--- src/hdl/padc_output_port_fix.sv ---
// Spare design source; holds no logic

--- src/hdl/padc_pkg.sv ---
// Constants shared by the pipelined converter output port
package padc_pkg;

    // Output word layout
    localparam int DATA_W = 12;
    localparam int TOP_BIT = 11;
    localparam int BOTTOM_BIT = 0;

    // Quantizer pipeline structure
    localparam int STAGES = 11;
    localparam int STAGE_BITS = 2;
    localparam int RAW_W = 22;
    localparam int LAST_STAGE = 10;

    // Sub-clock edges from sample start to aligned data and to the output
    localparam int ALIGN_HALF = 11;
    localparam int LATENCY_HALF = 13;

    // Reset values and code limits
    localparam logic [DATA_W-1:0] WORD_RESET = 12'h000;
    localparam logic [DATA_W-1:0] FULL_SCALE = 12'hFFF;
    localparam logic [13:0] FULL_SCALE_WIDE = 14'h0FFF;
    localparam logic [RAW_W-1:0] RAW_RESET = 22'h000000;

    // Output shows valid data after this many whole convert cycles
    localparam logic [3:0] FILL_SAMPLES = 4'h7;

    // Non-overlap gap between track and hold phases
    localparam int CLK_PERIOD_NS = 4;
    localparam int PHASE_GAP_NS = 4;
    localparam int PHASE_GAP_CYC_I = (PHASE_GAP_NS + CLK_PERIOD_NS - 1) / CLK_PERIOD_NS;
    localparam logic [3:0] PHASE_GAP_CYC = PHASE_GAP_CYC_I[3:0];
    localparam logic [3:0] GAP_ZERO = 4'h0;
    localparam logic [3:0] COUNT_ONE = 4'h1;

    // Fill tracking states
    typedef enum logic [1:0] {
        PADC_WAIT = 2'b00,
        PADC_FILL = 2'b01,
        PADC_RUN = 2'b10
    } padc_fill_e;

endpackage

--- src/hdl/padc_output_port.sv ---
// Digital back end of a 12-bit pipelined sampling converter
//
// What this block does
// - Parallel 12-bit word, top bit is MSB.
// - Disable pin high floats all data outputs.
// - Invert select high flips the top bit.
// - Valid data 6.5 convert cycles after start.
// - Offset binary: full scale gives all ones.
// - Two's complement differs only in top bit.
// - Mid-scale gives 100..0, negative full scale zeros.
// - Eleven two-bit stages on double-rate sub-clock.
// - Delay lines align stages, redundancy corrects codes.
// - Non-overlapping track and hold phases drive switches.
`timescale 1ns/1ns
`default_nettype none
module padc_output_port (
    input wire logic clk,                                  // System clock, 250 MHz
    input wire logic reset,                                // Synchronous reset, active high
    input wire logic convert_clk,                          // External convert clock pin
    input wire logic output_disable,                       // High floats the data outputs
    input wire logic top_bit_invert_select,                // High gives two's complement coding
    input wire logic [padc_pkg::RAW_W-1:0] stage_code,     // Raw two-bit codes, stage 0 in low bits
    output logic [padc_pkg::DATA_W-1:0] sample_word,       // Bit 11 sample_bit_top, bit 0 sample_bit_bottom
    output logic [padc_pkg::DATA_W-1:0] sample_word_oe_n,  // Low while a data line is driven
    output logic track_phase,                              // Track switch phase, samples input
    output logic hold_phase,                               // Hold switch phase, redistributes charge
    output logic twos_complement_coding,                   // Coding now applied to the word
    output logic data_valid                                // Pipeline filled, word is a real sample
);

    ////////////////////////////////////////////////////////////////////////////
    // Pin synchronisers

    logic conv_sync;
    logic disable_sync;
    logic invert_sync;
    logic [padc_pkg::RAW_W-1:0] code_sync;

    padc_sync #(.W(1)) u_sync_clk (
        .clk(clk),
        .reset(reset),
        .din(convert_clk),
        .dout(conv_sync)
    );

    padc_sync #(.W(1)) u_sync_disable (
        .clk(clk),
        .reset(reset),
        .din(output_disable),
        .dout(disable_sync)
    );

    padc_sync #(.W(1)) u_sync_invert (
        .clk(clk),
        .reset(reset),
        .din(top_bit_invert_select),
        .dout(invert_sync)
    );

    // Codes pass the same two stages as the clock, so edges and codes stay paired
    padc_sync #(.W(padc_pkg::RAW_W)) u_sync_code (
        .clk(clk),
        .reset(reset),
        .din(stage_code),
        .dout(code_sync)
    );

    ////////////////////////////////////////////////////////////////////////////
    // Sub-clock edge detection

    logic conv_prev;
    logic [padc_pkg::RAW_W-1:0] code_prev;
    logic rise_edge;
    logic fall_edge;
    logic sub_edge;

    // At an edge event code_prev still holds the previous edge's codes, which have
    // been still for half a cycle; each stage code is therefore taken one edge late
    always_ff @(posedge clk) begin
        if (reset) begin
            conv_prev <= 1'b0;
            code_prev <= padc_pkg::RAW_RESET;
        end else begin
            conv_prev <= conv_sync;
            code_prev <= code_sync;
        end
    end

    // Both convert clock edges advance the pipeline, giving a double-rate sub-clock
    assign rise_edge = conv_sync & ~conv_prev;
    assign fall_edge = ~conv_sync & conv_prev;
    assign sub_edge = rise_edge | fall_edge;

    ////////////////////////////////////////////////////////////////////////////
    // Track and hold phase generation

    logic [3:0] gap_count;
    logic next_track;
    logic next_hold;

    always_ff @(posedge clk) begin
        if (reset) begin
            gap_count <= padc_pkg::GAP_ZERO;
        end else if (sub_edge) begin
            gap_count <= padc_pkg::PHASE_GAP_CYC;
        end else if (gap_count != padc_pkg::GAP_ZERO) begin
            gap_count <= gap_count - padc_pkg::COUNT_ONE;
        end
    end

    // Both phases stay low during the gap so the switches never overlap
    always_comb begin
        next_track = 1'b0;
        next_hold = 1'b0;
        if (gap_count == padc_pkg::GAP_ZERO && !sub_edge) begin
            next_track = conv_prev;
            next_hold = ~conv_prev;
        end
    end

    always_ff @(posedge clk) begin
        if (reset) begin
            track_phase <= 1'b0;
            hold_phase <= 1'b0;
        end else begin
            track_phase <= next_track;
            hold_phase <= next_hold;
        end
    end

    ////////////////////////////////////////////////////////////////////////////
    // Stage delay lines

    // Stage k resolves k+1 sub-edges after the sample and waits 10-k more edges
    logic [padc_pkg::STAGE_BITS-1:0] aligned [padc_pkg::STAGES];

    genvar gk;
    generate
        for (gk = 0; gk < padc_pkg::LAST_STAGE; gk++) begin : g_stage
            padc_delay_line #(.DEPTH(padc_pkg::LAST_STAGE - gk)) u_delay (
                .clk(clk),
                .reset(reset),
                .shift(sub_edge),
                .din(code_prev[gk*padc_pkg::STAGE_BITS +: padc_pkg::STAGE_BITS]),
                .dout(aligned[gk])
            );
        end
    endgenerate

    // The last stage is already aligned when it resolves
    assign aligned[padc_pkg::LAST_STAGE] =
        code_prev[padc_pkg::LAST_STAGE*padc_pkg::STAGE_BITS +: padc_pkg::STAGE_BITS];

    ////////////////////////////////////////////////////////////////////////////
    // Digital error correction

    // Each stage carries one redundant bit; weights overlap by one position
    function automatic logic [13:0] padc_weight(input logic [1:0] code, input int shift_by);
        logic [13:0] wide;
        wide = {12'h000, code};
        return 14'(wide << shift_by);
    endfunction

    logic [13:0] corr_sum;
    logic [padc_pkg::DATA_W-1:0] corrected;

    always_comb begin
        corr_sum = 14'h0000;
        for (int k = 0; k < padc_pkg::STAGES; k++) begin
            corr_sum = corr_sum + padc_weight(aligned[k], padc_pkg::LAST_STAGE - k);
        end
    end

    // Overrange saturates at full scale so codes never roll over
    always_comb begin
        if (corr_sum > padc_pkg::FULL_SCALE_WIDE) begin
            corrected = padc_pkg::FULL_SCALE;
        end else begin
            corrected = corr_sum[padc_pkg::DATA_W-1:0];
        end
    end

    ////////////////////////////////////////////////////////////////////////////
    // Aligned word hold and output register

    logic [padc_pkg::DATA_W-1:0] held_word;
    logic [padc_pkg::DATA_W-1:0] next_word;
    logic align_take;
    logic word_update;

    // All stages of a sample are in once falling edge 11 has shifted; the delay
    // lines settle a clock later, so the word is taken at the next rising edge,
    // 12 sub-edges after the sample, while its codes are stable
    assign align_take = rise_edge;

    // The output moves only on falling edges, one convert cycle apart
    assign word_update = fall_edge;

    always_ff @(posedge clk) begin
        if (reset) begin
            held_word <= padc_pkg::WORD_RESET;
        end else if (align_take) begin
            held_word <= corrected;
        end
    end

    // Two's complement is offset binary with the top bit flipped
    always_comb begin
        next_word = held_word;
        next_word[padc_pkg::TOP_BIT] = held_word[padc_pkg::TOP_BIT] ^ invert_sync;
    end

    // One update per convert cycle, on the falling edge, 13 sub-edges after the sample
    always_ff @(posedge clk) begin
        if (reset) begin
            sample_word <= padc_pkg::WORD_RESET;
        end else if (word_update) begin
            sample_word <= next_word;
        end
    end

    // Coding flag follows the select as it stood at the last word update
    always_ff @(posedge clk) begin
        if (reset) begin
            twos_complement_coding <= 1'b0;
        end else if (word_update) begin
            twos_complement_coding <= invert_sync;
        end
    end

    ////////////////////////////////////////////////////////////////////////////
    // Output enables

    // The disable pin is taken as static; it still reacts at any time
    always_ff @(posedge clk) begin
        if (reset) begin
            sample_word_oe_n <= padc_pkg::WORD_RESET;
        end else begin
            sample_word_oe_n <= {padc_pkg::DATA_W{disable_sync}};
        end
    end

    ////////////////////////////////////////////////////////////////////////////
    // Pipeline fill tracking

    // The first real word shows on falling edge 13; valid rises one fall later
    // and then stays high, so it marks only a fully filled pipeline
    padc_pkg::padc_fill_e fill_state;
    padc_pkg::padc_fill_e next_fill_state;
    logic [3:0] fill_count;

    always_comb begin
        next_fill_state = fill_state;
        case (fill_state)
            padc_pkg::PADC_WAIT: begin
                if (rise_edge) begin
                    next_fill_state = padc_pkg::PADC_FILL;
                end
            end
            padc_pkg::PADC_FILL: begin
                if (fall_edge && fill_count == padc_pkg::FILL_SAMPLES) begin
                    next_fill_state = padc_pkg::PADC_RUN;
                end
            end
            padc_pkg::PADC_RUN: begin
                next_fill_state = padc_pkg::PADC_RUN;
            end
            default: begin
                next_fill_state = padc_pkg::PADC_WAIT;
            end
        endcase
    end

    always_ff @(posedge clk) begin
        if (reset) begin
            fill_state <= padc_pkg::PADC_WAIT;
        end else begin
            fill_state <= next_fill_state;
        end
    end

    // Counts falling edges since the first sample start
    always_ff @(posedge clk) begin
        if (reset) begin
            fill_count <= padc_pkg::GAP_ZERO;
        end else if (fill_state == padc_pkg::PADC_FILL && fall_edge) begin
            fill_count <= fill_count + padc_pkg::COUNT_ONE;
        end
    end

    always_ff @(posedge clk) begin
        if (reset) begin
            data_valid <= 1'b0;
        end else begin
            data_valid <= (next_fill_state == padc_pkg::PADC_RUN);
        end
    end

endmodule
`default_nettype wire

--- src/hdl/padc_sync.sv ---
// Two flip-flop synchroniser for pin inputs
`timescale 1ns/1ns
`default_nettype none
module padc_sync #(
    parameter int W = 1
) (
    input wire logic clk,          // System clock
    input wire logic reset,        // Synchronous reset, active high
    input wire logic [W-1:0] din,  // Asynchronous pin level
    output logic [W-1:0] dout      // Synchronised level
);

    logic [W-1:0] meta;

    always_ff @(posedge clk) begin
        if (reset) begin
            meta <= '0;
            dout <= '0;
        end else begin
            meta <= din;
            dout <= meta;
        end
    end

endmodule
`default_nettype wire

--- src/hdl/padc_delay_line.sv ---
// Per-stage delay line that time-aligns a stage code to the last stage
`timescale 1ns/1ns
`default_nettype none
module padc_delay_line #(
    parameter int DEPTH = 1
) (
    input wire logic clk,          // System clock
    input wire logic reset,        // Synchronous reset, active high
    input wire logic shift,        // One pulse per sub-clock edge
    input wire logic [1:0] din,    // Stage code captured at this edge
    output logic [1:0] dout        // Code delayed by DEPTH edges
);

    logic [1:0] taps [DEPTH];

    always_ff @(posedge clk) begin
        if (reset) begin
            for (int i = 0; i < DEPTH; i++) begin
                taps[i] <= 2'h0;
            end
        end else if (shift) begin
            taps[0] <= din;
            for (int i = 1; i < DEPTH; i++) begin
                taps[i] <= taps[i-1];
            end
        end
    end

    assign dout = taps[DEPTH-1];

endmodule
`default_nettype wire

--- config.mk ---
export PLATFORM = sky130hd
export DESIGN_NAME = padc_output_port
export DESIGN_NICKNAME = d
export VERILOG_FILES = /design/src/hdl/padc_output_port_fix.sv /design/src/hdl/padc_pkg.sv /design/src/hdl/padc_output_port.sv /design/src/hdl/padc_sync.sv /design/src/hdl/padc_delay_line.sv
export SDC_FILE = /design/constraint.sdc
export NUM_CORES = 1
export LEC_CHECK = 0
export CORE_MARGIN = 1.5
export CORE_UTILIZATION = 30
export DETAILED_ROUTE_END_ITERATION = 10
export DONT_BUFFER_PORTS = 1
export PLACE_DENSITY = 0.57
export SYNTH_ARGS = -nofsm -noshare
export SYNTH_HDL_FRONTEND = slang
export SYNTH_SLANG_ARGS = --single-unit
--- constraint.sdc ---
create_clock -name clk -period 4.1 [get_ports clk]
set_input_delay 0.41 -clock clk [delete_from_list [all_inputs] [get_ports clk]]
set_output_delay 0.41 -clock clk [all_outputs]
set_load 0.1 [all_outputs]
==> flow_summary.toml <==
[logic_synthesis]
yosysSeqAreaShare_pct = 69.1
syn_area_per_cell_um2 = 13.2
syn_nets = 650
ys_async_sr_fraction_pct = 0
ys.flop_type = "dfxtp_1"
synth_seq_cells = 222
ys_types = 42
postSynthCellCount = 607
synth_edf_count = 110
synth_area_um2 = 8030
yosys_warnings = 0

[layout]
layout_commonest_cell = "dfxtp_1"
layout-drive-gt1-share_pct = 9.79
final_nets = 648
final_cell_mix = "dfxtp_1 (111), edfxtp_1 (110), and2_1 (104)"
insertedDiodeCount = 0
instances_no_fill = 958
fillers = 2575
areaGrowthSynthToFinish_pct = 14.7

[clock_network]
cts_tree = "built"
path_clk_slew_ns = 0.06
h-tree-depth = 1
clk_latency_ns = 0.51
post_cts_buffers = 0
cts-root-buf = "clkbuf_16"
cts_made_buffers = 24
ctsResizeCount = 0
clock-sinks = 222
clockBufferDepth = 3

[timing]
finClkSkew_ns = 0.0168
setup_tns_ns = 0
final-hold-violation-count = 0
min_period_ns = 2.25
grt_setup_unrepaired = "no"
worst_pin_slew_ns = 0.992
drv_slew = 0
setup_viol = 0
maxSlewHeadroom_pct = 33.8
max_freq_mhz = 444
min_period_over_period_pct = 54.9

[worst_setup_path]
end_kind = "flop"
rrSetupSlack_ns = 1.85
required_ns = 4.28
r2r_cells = 4
critical_path.max_fanout = 68
crit_type = "flop to flop"
crit_arrival_ns = 2.43
worstReg2RegStart = "u_sync_clk.dout$_SDFF_PP0_"
startpoint_type = "flop"
r2r_end = "g_stage[0].u_delay.taps[0][0]$_SDFFCE_PN0P_"

[place]
hpwl_um = 5830
place_congestion = 0.709
io_buffers = 0
dpl.cell_count = 910

[floorplanning]
core_area_um2 = 26100
row_count = 59
start_util_pct = 30.7
dieHeight_um = 167
num_io_pins = 55
die-area_um2 = 27700
die_x_um = 167

[global_routing]
grt_pass1_vias = 3619
grt_util_all_layers_pct = 7.96
grt_max_degree = 105
grt_overflow = 0
grt_pass1_wl_um = 18300
antenna_found_initial = 0

[hold_path]
hold_class = "input port to flop"
hp-start = "stage_code[6]"
hold_path_depth = 1
min_to = "u_sync_code.meta[6]$_SDFF_PP0_"

[detailed_routing]
ant_nets = 0
wl_met1_um = 5410
dr_wl_met2_um = 4450
wl_met3_um = 537
top_layer = "met4"
post_drt_via_cell_ratio = 4.02
firstDrtPassIters = 6
routedWlPerCell_um = 11.2
drt-total-wl_um = 10700
drc = 0
vias = 3849
drt_iter0_drc = 269

[flow_run]
drv_cap = 0

[power_and_ir_drop]
combPwrFrac_pct = 6.6
p_sw_share_pct = 22.2
internal_power_mw = 3.85
clockPowerShare_pct = 42.0
leakage_nw = 3.46
ir_drop_mv = 0.301
p_switching_mw = 1.10
powerDensity_nw_per_um2 = 538
seq_power_share_pct = 51.4

[status]
status = "finished clean"
==> worst max path at each step <==
stage | from | to | slack, ns | cells after the start
floorplan | reset | g_stage[0].u_delay.taps[0][0]$_SDFFCE_PN0P_ | 0.17 | 2
global placement | u_sync_clk.dout$_SDFF_PP0_ | g_stage[5].u_delay.taps[0][3]$_SDFFCE_PN0P_ | 1.83 | 4
detailed placement | u_sync_clk.dout$_SDFF_PP0_ | g_stage[0].u_delay.taps[0][13]$_SDFFCE_PN0P_ | 1.80 | 4
CTS | u_sync_clk.dout$_SDFF_PP0_ | g_stage[5].u_delay.taps[0][3]$_SDFFCE_PN0P_ | 1.79 | 4
global route | u_sync_clk.dout$_SDFF_PP0_ | g_stage[0].u_delay.taps[0][13]$_SDFFCE_PN0P_ | 1.64 | 4
finish | u_sync_clk.dout$_SDFF_PP0_ | g_stage[0].u_delay.taps[0][0]$_SDFFCE_PN0P_ | 1.85 | 4
==> critical path, stage by stage (launching register included) <==
cell and delay [ns]:
dfxtp_1 0.33, inv_1 0.06, ha_1 0.38, nand2b_4 0.66, buf_4 0.46
==> what timing repair did <==
action	CTS	global route
hold buffers	4	0
setup endpoints to repair	0	0
hold endpoints to repair	104	0
==> cell families after synthesis <==
| logic type | synth area share (%) |
|---|---|
| muxes | 1.64 |
| AOI/OAI and AO/OA | 4.21 |
| DFF | 69.1 |
| xor gates and xnor gates | 1.31 |
| buffers and inverters | 2.65 |
| adders and majority gates | 2.59 |
| and+or+nand+nor | 18.5 |
==> metrics by stage <==
stage	util [%]	total power, mW	instance area, um^2	hold WS [ns]	setup WS [ns]
6_report	35.2	4.95	9200	0.0254	1.85
5_1_grt	35.2	5.18	9200	0.0100	1.64
4_1_cts	35.2	5.04	9200	0.00176	1.79
3_5_place_dp	32.0	2.90	8360	0.423	1.80
3_3_place_gp	32.0	2.90	8360	0.414	1.83
2_1_floorplan	-	2.86	8030	0.414	0.168
==> area by class of cell <==
class	count	area, um^2	area share (%)
well taps	335	419	4.55
clock inverters	8	78.8	0.856
inverters	8	30.0	0.326
repair buffers	9	135	1.47
flip-flops and latches	222	5550	60.3
clock buffers	36	707	7.68
multi-input cells	340	2280	24.8
==> cells in the mapped netlist (3+ instances only) <==
master	instances	area, um^2
a21oi_1	15	75.1
a211oi_1	5	37.5
mux2i_1	12	120
nor3_1	4	20.0
nor2b_1	79	494
o21ai_0	6	30.0
ha_1	15	188
edfxtp_1	110	3300
nor2_1	41	154
and2_1	104	651
o21a_1	3	22.5
clkbuf_1	23	86.3
a211oi_2	5	62.6
dfxtp_1	112	2240
nand2b_1	6	37.5
xor2_1	7	61.3
xnor2_1	5	43.8
inv_1	8	30.0
nand2_1	9	33.8
buf_4	11	82.6
==> power by group through the flow <==
stage	clock network, mW	registers (mW)	logic, mW
6_report	2.08	2.54	0.326
5_1_grt	2.24	2.56	0.373
4_1_cts	2.16	2.54	0.333
3_5_place_dp	0	2.59	0.308
3_3_place_gp	0	2.59	0.308
2_1_floorplan	0	2.58	0.275
==> registers in the layout (all words and copies together), names as in the netlist <==
| signal | cells |
|---|---|
| gap_count | 4 |
| u_sync_clk.dout | 1 |
| track_phase | 1 |
| twos_complement_coding | 1 |
| data_valid | 1 |
| held_word | 12 |
| sample_word | 12 |
| sample_word_oe_n | 1 |
| u_sync_clk.meta | 1 |
| hold_phase | 1 |
| fill_count | 4 |
| u_sync_disable.dout | 1 |
| u_sync_invert.dout | 1 |
| u_sync_code.dout | 22 |
| conv_prev | 1 |
| g_stage.u_delay.taps | 110 |
| u_sync_code.meta | 22 |
| u_sync_disable.meta | 1 |
| fill_state | 2 |
| u_sync_invert.meta | 1 |
| code_prev | 22 |
==> routing by layer <==
metal | global-route usage (%) | up-vias
met4 | 3.04 | 0
met1 | 11.0 | 1726
met2 | 11.7 | 71
met3 | 2.42 | 22
li1 | - | 2030
met5 | 0 | -
Power figures use the tool's default switching activity.
